### src/inc/cg_consts.vh
// Field layout and reset values of the clock generator configuration word.
`ifndef CG_CONSTS_VH
`define CG_CONSTS_VH
`define CG_PLLS        4
`define CG_OUTS        5
`define CG_PLL_STRIDE  32
`define CG_REF_LSB     0
`define CG_FB_LSB      8
`define CG_RZ_LSB      19
`define CG_CZ_LSB      24
`define CG_CP_LSB      27
`define CG_IP_LSB      29
`define CG_OUT_BASE    128
`define CG_OUT_STRIDE  15
`define CG_OUTPUT_DIVIDE_TOTAL_LSB    0
`define CG_OSRC_LSB    8
`define CG_OEN_BIT     11
`define CG_OSLEW_LSB   12
`define CG_OINV_BIT    14
`define CG_FEEDBACK_PRESCALE_W      4
`define CG_FEEDBACK_PRESCALE_A_LSB  203
`define CG_FEEDBACK_PRESCALE_D_LSB  207
`define CG_SSEN_N_BIT  211
`define CG_SSMODE_BIT  212
`define CG_NC_LSB      213
`define CG_MOD_LSB     224
`define CG_NSS_LSB     237
`define CG_XTAL_N_BIT  248
`define CG_CFG_W       249
`define CG_SRC_REF     3'h4
`define CG_DEF_OUT     3
`define CG_SEL_SLEEP   2'h0
`endif

### src/hw/cg_cfg_mem.v
// Configuration store holding one word per select value, registered read.
`timescale 1ns/100ps
`default_nettype none
module cg_cfg_mem #(
  parameter W       = 8,
  parameter DEPTH   = 4,
  parameter AW      = 2,
  parameter [W-1:0] DEFAULT = {W{1'b0}}
) (
  input  wire          mclk_in,
  input  wire          rst_n_in,
  input  wire          wr_in,
  input  wire [AW-1:0] wr_addr_in,
  input  wire [W-1:0]  wr_data_in,
  input  wire [AW-1:0] rd_addr_in,
  output reg  [W-1:0]  rd_data_out
);
  reg [W-1:0] mem_r [0:DEPTH-1];
  integer i;

  always @(posedge mclk_in)
  begin
    if (!rst_n_in)
    begin
      for (i = 0; i < DEPTH; i = i + 1)
        mem_r[i] <= DEFAULT;
      rd_data_out <= DEFAULT;
    end
    else
    begin
      if (wr_in)
        mem_r[wr_addr_in] <= wr_data_in;
      rd_data_out <= mem_r[rd_addr_in];
    end
  end
endmodule
`default_nettype wire

### src/hw/cg_nco.v
// Phase accumulator standing in for one PLL: ticks at inc/thr of mclk rate.
`timescale 1ns/100ps
`default_nettype none
module cg_nco #(
  parameter ACC_W = 24
) (
  input  wire             mclk_in,
  input  wire             rst_n_in,
  input  wire             run_in,
  input  wire [ACC_W-1:0] inc_in,
  input  wire [ACC_W-1:0] thr_in,
  output reg              tick_out
);
  reg  [ACC_W-1:0] acc_r;
  wire [ACC_W:0]   sum = {1'b0, acc_r} + {1'b0, inc_in};

  always @(posedge mclk_in)
  begin
    if (!rst_n_in || !run_in)
    begin
      acc_r    <= {ACC_W{1'b0}};
      tick_out <= 1'b0;
    end
    else if (inc_in >= thr_in)
    begin
      acc_r    <= {ACC_W{1'b0}};
      tick_out <= 1'b1;
    end
    else if (sum >= {1'b0, thr_in})
    begin
      acc_r    <= sum[ACC_W-1:0] - thr_in;
      tick_out <= 1'b1;
    end
    else
    begin
      acc_r    <= sum[ACC_W-1:0];
      tick_out <= 1'b0;
    end
  end
endmodule
`default_nettype wire

### src/hw/cg_clock_gen.v
// Four-PLL clock generator: configuration slots, dividers, spread, outputs.
`timescale 1ns/100ps
`default_nettype none
`include "cg_consts.vh"
module cg_clock_gen #(
  parameter VCO_SCALE = 64,
  parameter ACC_W     = 24
) (
  input  wire        mclk_in,
  input  wire        rst_n_in,
  input  wire [1:0]  cfg_sel_in,
  input  wire        cfg_wr_in,
  input  wire [1:0]  cfg_slot_in,
  input  wire [31:0] ref_div_in,
  input  wire [43:0] fb_div_in,
  input  wire [3:0]  feedback_prescale_a_in,
  input  wire [3:0]  feedback_prescale_d_in,
  input  wire [19:0] loop_zero_resistor_in,
  input  wire [11:0] loop_zero_capacitor_in,
  input  wire [7:0]  loop_pole_capacitor_in,
  input  wire [11:0] charge_pump_current_in,
  input  wire [39:0] out_div_in,
  input  wire [14:0] out_src_in,
  input  wire [4:0]  out_en_in,
  input  wire [9:0]  out_slew_in,
  input  wire [4:0]  out_inv_in,
  input  wire        spread_enable_n_in,
  input  wire        spread_std_mode_in,
  input  wire [10:0] spread_cycles_in,
  input  wire [12:0] spread_mid_ratio_in,
  input  wire [10:0] spread_amplitude_in,
  input  wire        crystal_osc_enable_n_in,
  output wire [4:0]  clk_out,
  output wire [4:0]  clk_oe_out,
  output wire [9:0]  out_slew_out,
  output wire [19:0] loop_zero_resistor_out,
  output wire [11:0] loop_zero_capacitor_out,
  output wire [7:0]  loop_pole_capacitor_out,
  output wire [11:0] charge_pump_current_out,
  output reg         sleep_out,
  output reg         spread_active_out,
  output wire [3:0]  pll_tick_out
);
  localparam W  = `CG_CFG_W;
  localparam DW = 22;
  localparam OB = `CG_OUT_BASE + `CG_DEF_OUT * `CG_OUT_STRIDE;
  localparam [W-1:0] ONE = {{(W-1){1'b0}}, 1'b1};
  // Unity dividers everywhere, spread off, output three on the reference.
  localparam [W-1:0] DEFAULT =
      (ONE << (0 * `CG_PLL_STRIDE + `CG_REF_LSB))
    | (ONE << (1 * `CG_PLL_STRIDE + `CG_REF_LSB))
    | (ONE << (2 * `CG_PLL_STRIDE + `CG_REF_LSB))
    | (ONE << (3 * `CG_PLL_STRIDE + `CG_REF_LSB))
    | (ONE << (0 * `CG_PLL_STRIDE + `CG_FB_LSB))
    | (ONE << (1 * `CG_PLL_STRIDE + `CG_FB_LSB))
    | (ONE << (2 * `CG_PLL_STRIDE + `CG_FB_LSB))
    | (ONE << (3 * `CG_PLL_STRIDE + `CG_FB_LSB))
    | (ONE << `CG_FEEDBACK_PRESCALE_A_LSB)
    | (ONE << `CG_FEEDBACK_PRESCALE_D_LSB)
    | (ONE << (OB + `CG_OUTPUT_DIVIDE_TOTAL_LSB))
    | (ONE << (OB + `CG_OSRC_LSB + 2))
    | (ONE << (OB + `CG_OEN_BIT))
    | (ONE << `CG_SSEN_N_BIT);

  function [7:0] at_least_one8;
    input [7:0] v;
    begin
      at_least_one8 = (v == 8'h00) ? 8'h01 : v;
    end
  endfunction

  // Synchronised select pins.
  reg  [1:0] sel_meta_r;
  reg  [1:0] sel_r;
  always @(posedge mclk_in)
  begin
    if (!rst_n_in)
    begin
      sel_meta_r <= 2'h3;
      sel_r      <= 2'h3;
    end
    else
    begin
      sel_meta_r <= cfg_sel_in;
      sel_r      <= sel_meta_r;
    end
  end

  // Programming port word assembled from the field ports.
  reg [W-1:0] wr_word;
  integer k;
  always @*
  begin
    wr_word = {W{1'b0}};
    for (k = 0; k < `CG_PLLS; k = k + 1)
    begin
      wr_word[k*`CG_PLL_STRIDE+`CG_REF_LSB +: 8] = ref_div_in[k*8 +: 8];
      wr_word[k*`CG_PLL_STRIDE+`CG_FB_LSB +: 11] = fb_div_in[k*11 +: 11];
      wr_word[k*`CG_PLL_STRIDE+`CG_RZ_LSB +: 5] =
        loop_zero_resistor_in[k*5 +: 5];
      wr_word[k*`CG_PLL_STRIDE+`CG_CZ_LSB +: 3] =
        loop_zero_capacitor_in[k*3 +: 3];
      wr_word[k*`CG_PLL_STRIDE+`CG_CP_LSB +: 2] =
        loop_pole_capacitor_in[k*2 +: 2];
      wr_word[k*`CG_PLL_STRIDE+`CG_IP_LSB +: 3] =
        charge_pump_current_in[k*3 +: 3];
    end
    for (k = 0; k < `CG_OUTS; k = k + 1)
    begin
      wr_word[`CG_OUT_BASE+k*`CG_OUT_STRIDE+`CG_OUTPUT_DIVIDE_TOTAL_LSB +: 8] =
        out_div_in[k*8 +: 8];
      wr_word[`CG_OUT_BASE+k*`CG_OUT_STRIDE+`CG_OSRC_LSB +: 3] =
        out_src_in[k*3 +: 3];
      wr_word[`CG_OUT_BASE+k*`CG_OUT_STRIDE+`CG_OEN_BIT] = out_en_in[k];
      wr_word[`CG_OUT_BASE+k*`CG_OUT_STRIDE+`CG_OSLEW_LSB +: 2] =
        out_slew_in[k*2 +: 2];
      wr_word[`CG_OUT_BASE+k*`CG_OUT_STRIDE+`CG_OINV_BIT] = out_inv_in[k];
    end
    wr_word[`CG_FEEDBACK_PRESCALE_A_LSB +: `CG_FEEDBACK_PRESCALE_W] = feedback_prescale_a_in;
    wr_word[`CG_FEEDBACK_PRESCALE_D_LSB +: `CG_FEEDBACK_PRESCALE_W] = feedback_prescale_d_in;
    wr_word[`CG_SSEN_N_BIT]    = spread_enable_n_in;
    wr_word[`CG_SSMODE_BIT]    = spread_std_mode_in;
    wr_word[`CG_NC_LSB +: 11]  = spread_cycles_in;
    wr_word[`CG_MOD_LSB +: 13] = spread_mid_ratio_in;
    wr_word[`CG_NSS_LSB +: 11] = spread_amplitude_in;
    wr_word[`CG_XTAL_N_BIT]    = crystal_osc_enable_n_in;
  end

  // Slot 0 is the sleep code and is never written.
  wire [W-1:0] cfg;
  cg_cfg_mem #(
    .W       (W),
    .DEPTH   (4),
    .AW      (2),
    .DEFAULT (DEFAULT)
  ) u_mem (
    .mclk_in     (mclk_in),
    .rst_n_in    (rst_n_in),
    .wr_in       (cfg_wr_in && (cfg_slot_in != `CG_SEL_SLEEP)),
    .wr_addr_in  (cfg_slot_in),
    .wr_data_in  (wr_word),
    .rd_addr_in  (sel_r),
    .rd_data_out (cfg)
  );

  wire sleep   = (sel_r == `CG_SEL_SLEEP);
  // The read word lags the select by one edge, so waking waits one more.
  wire ref_run = !sleep && !sleep_out && !cfg[`CG_XTAL_N_BIT];

  always @(posedge mclk_in)
  begin
    if (!rst_n_in)
      sleep_out <= 1'b0;
    else
      sleep_out <= sleep;
  end

  // Spread modulator on the second PLL, stepped by its own output pulses.
  wire [10:0] nc      = cfg[`CG_NC_LSB +: 11];
  wire [12:0] mid     = cfg[`CG_MOD_LSB +: 13];
  wire [10:0] spread_amplitude     = cfg[`CG_NSS_LSB +: 11];
  wire [10:0] half    = {1'b0, nc[10:1]};
  wire [10:0] quarter = {2'b00, nc[10:2]};
  wire [10:0] amp     = (spread_amplitude > half) ? (spread_amplitude - half) : 11'h000;
  wire ss_on = ref_run && !cfg[`CG_SSEN_N_BIT] && (nc != 11'h000)
               && (mid != 13'h0000);
  reg  [10:0]   pos_r;
  reg  [DW-1:0] delta_r;
  reg  [DW-1:0] sd_r;
  reg  signed [1:0] adj_r;
  wire [3:0] tick;
  wire up = cfg[`CG_SSMODE_BIT] ? (pos_r >= half)
          : ((pos_r < quarter) || (pos_r >= half + quarter));
  wire [DW-1:0] mag = delta_r[DW-1] ? (~delta_r + 1'b1) : delta_r;
  wire [DW-1:0] sd_sum = sd_r + mag;
  wire [DW-1:0] mid_w  = {{(DW-13){1'b0}}, mid};

  always @(posedge mclk_in)
  begin
    if (!rst_n_in || !ss_on)
    begin
      pos_r   <= 11'h000;
      delta_r <= {DW{1'b0}};
      sd_r    <= {DW{1'b0}};
      adj_r   <= 2'sb00;
    end
    else
    begin
      if (tick[1])
      begin
        if (pos_r >= nc - 11'h001)
        begin
          pos_r   <= 11'h000;
          delta_r <= {DW{1'b0}};
        end
        else
        begin
          pos_r <= pos_r + 11'h001;
          if (up)
            delta_r <= delta_r + {{(DW-11){1'b0}}, amp};
          else
            delta_r <= delta_r - {{(DW-11){1'b0}}, amp};
        end
      end
      // Delta over mid ratio as a first-order sigma-delta ratio nudge.
      if (mag >= mid_w)
      begin
        sd_r  <= {DW{1'b0}};
        adj_r <= delta_r[DW-1] ? -2'sd1 : 2'sd1;
      end
      else if (sd_sum >= mid_w)
      begin
        sd_r  <= sd_sum - mid_w;
        adj_r <= delta_r[DW-1] ? -2'sd1 : 2'sd1;
      end
      else
      begin
        sd_r  <= sd_sum;
        adj_r <= 2'sb00;
      end
    end
  end

  always @(posedge mclk_in)
  begin
    if (!rst_n_in)
      spread_active_out <= 1'b0;
    else
      spread_active_out <= ss_on;
  end

  // The four PLLs, each modelled as a ratio accumulator.
  genvar g;
  generate
    for (g = 0; g < `CG_PLLS; g = g + 1)
    begin : pll
      wire [7:0]  rdiv = cfg[g*`CG_PLL_STRIDE+`CG_REF_LSB +: 8];
      wire [10:0] fdiv = cfg[g*`CG_PLL_STRIDE+`CG_FB_LSB +: 11];
      wire [`CG_FEEDBACK_PRESCALE_W-1:0] feedback_prescale = (g == 0) ? cfg[`CG_FEEDBACK_PRESCALE_A_LSB +: 4]
                                 : (g == 3) ? cfg[`CG_FEEDBACK_PRESCALE_D_LSB +: 4]
                                 : 4'h1;
      wire [ACC_W-1:0] base = feedback_prescale * fdiv;
      wire [31:0]      thr_w = at_least_one8(rdiv) * VCO_SCALE;
      wire [ACC_W-1:0] thr  = thr_w[ACC_W-1:0];
      wire [ACC_W-1:0] inc;
      if (g == 1)
      begin : ss
        assign inc = (adj_r == 2'sb01) ? base + 1'b1
                   : ((adj_r == -2'sd1) && (base != {ACC_W{1'b0}}))
                     ? base - 1'b1 : base;
      end
      else
      begin : plain
        assign inc = base;
      end
      cg_nco #(
        .ACC_W (ACC_W)
      ) u_nco (
        .mclk_in  (mclk_in),
        .rst_n_in (rst_n_in),
        .run_in   (ref_run),
        .inc_in   (inc),
        .thr_in   (thr),
        .tick_out (tick[g])
      );
    end
  endgenerate
  assign pll_tick_out = tick;

  // Loop filter fields go straight out to the analog controls.
  generate
    for (g = 0; g < `CG_PLLS; g = g + 1)
    begin : lf
      assign loop_zero_resistor_out[g*5 +: 5] =
        cfg[g*`CG_PLL_STRIDE+`CG_RZ_LSB +: 5];
      assign loop_zero_capacitor_out[g*3 +: 3] =
        cfg[g*`CG_PLL_STRIDE+`CG_CZ_LSB +: 3];
      assign loop_pole_capacitor_out[g*2 +: 2] =
        cfg[g*`CG_PLL_STRIDE+`CG_CP_LSB +: 2];
      assign charge_pump_current_out[g*3 +: 3] =
        cfg[g*`CG_PLL_STRIDE+`CG_IP_LSB +: 3];
    end
  endgenerate

  // Output banks: source select, divider, enable, inversion and slew.
  generate
    for (g = 0; g < `CG_OUTS; g = g + 1)
    begin : ob
      localparam B = `CG_OUT_BASE + g * `CG_OUT_STRIDE;
      wire [7:0] output_divide_total = at_least_one8(cfg[B+`CG_OUTPUT_DIVIDE_TOTAL_LSB +: 8]);
      wire [2:0] src  = cfg[B+`CG_OSRC_LSB +: 3];
      wire       en   = cfg[B+`CG_OEN_BIT] && !sleep && !sleep_out;
      wire       src_tick = (src == `CG_SRC_REF) ? ref_run
                          : (src < 3'h4) ? tick[src[1:0]]
                          : 1'b0;
      reg  [7:0] cnt_r;
      reg        lvl_r;
      reg        clk_r;
      reg        oe_r;
      reg  [1:0] slew_r;
      always @(posedge mclk_in)
      begin
        if (!rst_n_in || !en)
        begin
          cnt_r <= 8'h00;
          lvl_r <= 1'b0;
        end
        else if (src_tick)
        begin
          // A new divide value takes effect at once and may glitch.
          if (cnt_r >= output_divide_total - 8'h01)
          begin
            cnt_r <= 8'h00;
            lvl_r <= ~lvl_r;
          end
          else
            cnt_r <= cnt_r + 8'h01;
        end
      end
      always @(posedge mclk_in)
      begin
        if (!rst_n_in)
        begin
          clk_r  <= 1'b0;
          oe_r   <= 1'b0;
          slew_r <= 2'h0;
        end
        else
        begin
          clk_r  <= en & (lvl_r ^ cfg[B+`CG_OINV_BIT]);
          oe_r   <= en;
          slew_r <= cfg[B+`CG_OSLEW_LSB +: 2];
        end
      end
      assign clk_out[g]              = clk_r;
      assign clk_oe_out[g]           = oe_r;
      assign out_slew_out[g*2 +: 2]  = slew_r;
    end
  endgenerate
  // After reset every slot holds the default setup.
endmodule
`default_nettype wire

### config.mk
export PLATFORM = sky130hd
export DESIGN_NAME = cg_clock_gen
export DESIGN_NICKNAME = d
export VERILOG_FILES = /design/src/hw/cg_cfg_mem.v /design/src/hw/cg_nco.v /design/src/hw/cg_clock_gen.v
export VERILOG_INCLUDE_DIRS = /design/src /design/src/inc
export SDC_FILE = /design/constraint.sdc
export NUM_CORES = 2
export LEC_CHECK = 0
export BUFFER_PORTS_ARGS = -buffer_cell sky130_fd_sc_hd__buf_4
export CAP_MARGIN = 20
export CORE_MARGIN = 8
export CORE_UTILIZATION = 58
export CTS_BUF_LIST = sky130_fd_sc_hd__clkbuf_2 sky130_fd_sc_hd__clkbuf_4 sky130_fd_sc_hd__clkbuf_8
export DETAILED_ROUTE_END_ITERATION = 6
export PLACE_DENSITY = 0.88
export SYNTH_ARGS = -nofsm -noshare
export SYNTH_HDL_FRONTEND = slang
export SYNTH_HIERARCHICAL = 1
export SYNTH_SLANG_ARGS = --single-unit
### constraint.sdc
create_clock -name mclk_in -period 8.86 [get_ports mclk_in]
set_clock_uncertainty 0.15 [all_clocks]
set_input_delay 1.329 -clock mclk_in [delete_from_list [all_inputs] [get_ports mclk_in]]
set_output_delay 1.329 -clock mclk_in [all_outputs]
set_load 0.1 [all_outputs]
==> results.yml <==
outcome:
  status: "finished, final reports clean"
timing:
  hold_ws_ps: 280
  min_period_over_period_pct: 93.9
  rsz0062_at_grt: "false"
  worstMarginPinSlew_ps: 1260
  final-setup-viol-count: 0
  finalSetupTns_ps: 0
  post-route-min-period_ps: 8320
  layout_setup_ws_ps: 543
  slew_headroom_pct: 16.1
  fmaxAchievable_ghz: 0.120
  finalHoldViolCount: 0
  slew_violations: 0
route:
  drtIter0Drc: 4807
  drt-total-wl_um: 205000
  post_drt_wl_per_cell_um: 21.3
  ant_nets: 0
  drcViolationCount: 0
  num_vias: 57200
  vias_per_cell: 5.95
  dr.pass1.iters: 6
floorplanning:
  ios: 334
  die_h_um: 387
  core_area_mm2: 0.137
  die_x_um: 387
  start_util_pct: 58.2
  num_rows: 136
  die_area_mm2: 0.150
worst_setup_path:
  slowest_delay_ps: 540
  cp-end-kind: "flip-flop"
  crit_arrival_ps: 9030
  start_kind: "flip-flop"
  crit_fanout: 11
  critPathBufInv: 1
  crit_family: "compound AO/OA/AOI/OAI gates"
  required_ps: 9570
  crit_top_cell: "a21oi_1"
  cp_slowest_cell: "fa_1"
  rrSetupSlack_ps: 540
  worstSetupPathType: "flip-flop to flip-flop"
global_routing:
  grtUsageTotal_pct: 26.0
  grt_pass1_wl_um: 316000
  grt_max_degree: 160
  antenna_found_initial: 48
  grt_pass1_vias: 58400
  grt_overflow: 0
logic_synthesis:
  synthArstFlopShare_pct: 0
  synth.distinct_cells: 85
  synthCells: 7164
  syn_area_mm2: 0.0798
  synth_seq_cells: 1473
  synth_ff_type: "edfxtp_1"
  yosys_warnings: 6
  synth-seq-area-share_pct: 49.5
  synth_edf_count: 996
  avgSynthCellArea_um2: 11.1
power_and_ir_drop:
  design_power_total_mw: 20.3
  vdd_ir_drop_max_mv: 0.181
  p_leak_nw: 39.8
  power_density_mw_per_mm2: 228
layout:
  fillers: 9839
  syn_to_final_growth_pct: 11.7
  sequential_cell_area_mm2: 0.0395
  multi_input_area_mm2: 0.0378
  drive_above_1_share_pct: 11.6
  fin_nets: 8393
placement:
  dp_hpwl_um: 130000
  place.gp.congestion: 0.932
  port_buffers: 333
  dpl_worst_slack_ps: 682
clock_tree:
  cts_root_buffer: "clkbuf_8"
  cts_tree: "built"
  numCtsBuffers: 232
  path_clk_slew_ps: 60
  htree_levels: 4
  clock-sinks: 1473
  clk_path_buf_depth: 3
  clkLatencyLatePin_ps: 990
worst_hold_path:
  hold_path_class: "flip-flop to flip-flop"
run:
  drv_cap: 0
==> layout by cell type, fill, tap and decap left out, drive strengths merged, types with 267 or more instances in the layout <==
cell type and n:
dfxtp 477, nor2 334, inv 311, nand2 312, mux2i 569, edfxtp 996, a21oi 311, and3 267
ha 527, and2 787, clkbuf 373, buf 383
==> kinds of logic after synthesis <==
kind of cell,after synthesis,share of synthesized area (%)
and+or+nand+nor,2234,15.3
DFF,1473,49.5
xor gates and xnor gates,331,3.63
muxes,574,7.28
AOI/OAI and AO/OA,1319,10.9
other,1,0.00470
adders and majority gates,576,9.49
buffers and inverters,656,3.91
==> flip-flops by register name, indices dropped and copies added (netlist names) <==
signal and cells:
adj_r 2, ob.slew_r 10, ob.cnt_r 40, u_mem/mem_r 996, delta_r 22, spread_active_out 1, pll.u_nco/tick_out 4, ob.oe_r 5
sel_r 2, sleep_out 1, pll.u_nco/acc_r 96, pos_r 11, u_mem/rd_data_out 249, ob.clk_r 5, ob.lvl_r 5, sd_r 22
sel_meta_r 2
==> Yosys cell counts, types with 228 or more instances <==
| cell type | instances | area [µm²] |
|---|---|---|
| edfxtp_1 | 996 | 29900 |
| and2_1 | 786 | 4920 |
| mux2i_1 | 569 | 5700 |
| ha_1 | 527 | 6590 |
| dfxtp_1 | 477 | 9550 |
| nor2_1 | 334 | 1250 |
| a21oi_1 | 311 | 1560 |
| nand2_1 | 310 | 1160 |
| inv_1 | 300 | 1130 |
| and3_1 | 267 | 1670 |
| o22ai_1 | 243 | 1520 |
| xnor2_1 | 228 | 2000 |
==> metrics by stage <==
stage          cells  utilization, %  instance area (µm²)
2_1_floorplan   7293               -                80300
5_1_grt         9591            65.0                89100
3_3_place_gp    9118            61.1                83600
6_report        9605            65.1                89100
4_1_cts         9559            64.9                89000
3_5_place_dp    9118            61.1                83600
==> final timing paths <==
path         cells after the start               endpoint                   start
min reg2reg                      1               sel_r[1]           sel_meta_r[1]
min                              1               sel_r[1]           sel_meta_r[1]
max                             30  pll[3].u_nco/acc_r[1]  u_mem/rd_data_out[209]
max reg2reg                     30  pll[3].u_nco/acc_r[1]  u_mem/rd_data_out[209]
==> report_power, final <==
group	switching [mW]	total (mW)	internal (mW)
Sequential	0.269	8.18	7.92
Clock	2.84	6.44	3.60
Combinational	3.45	5.72	2.27
==> repair_timing <==
| action | 4_1_cts | 5_1_grt |
|---|---|---|
| setup buffers | 0 | 0 |
| setup endpoints to repair | 0 | 18 |
| gates resized for setup | 0 | 2 |
| hold buffers | 0 | 0 |
==> final cells by class <==
cell class                      instances  area share, %
Multi-Input combinational cell       5165           42.4
Antenna cell                           43          0.121
Clock buffer                          372           5.07
Clock inverter                         69          0.890
Sequential cell                      1473           44.3
Inverter                              305           1.28
Timing Repair Buffer                  384           3.43
Tap cell                             1794           2.52
==> per-layer routing <==
layer / GRT usage [%] / share of wire [%]
met4: 10.2 / 3.2
met3: 5.92 / 8.5
met2: 43.7 / 48
met5: 0 / 0.033
met1: 32.8 / 41
(Power assumes the default switching activity.)
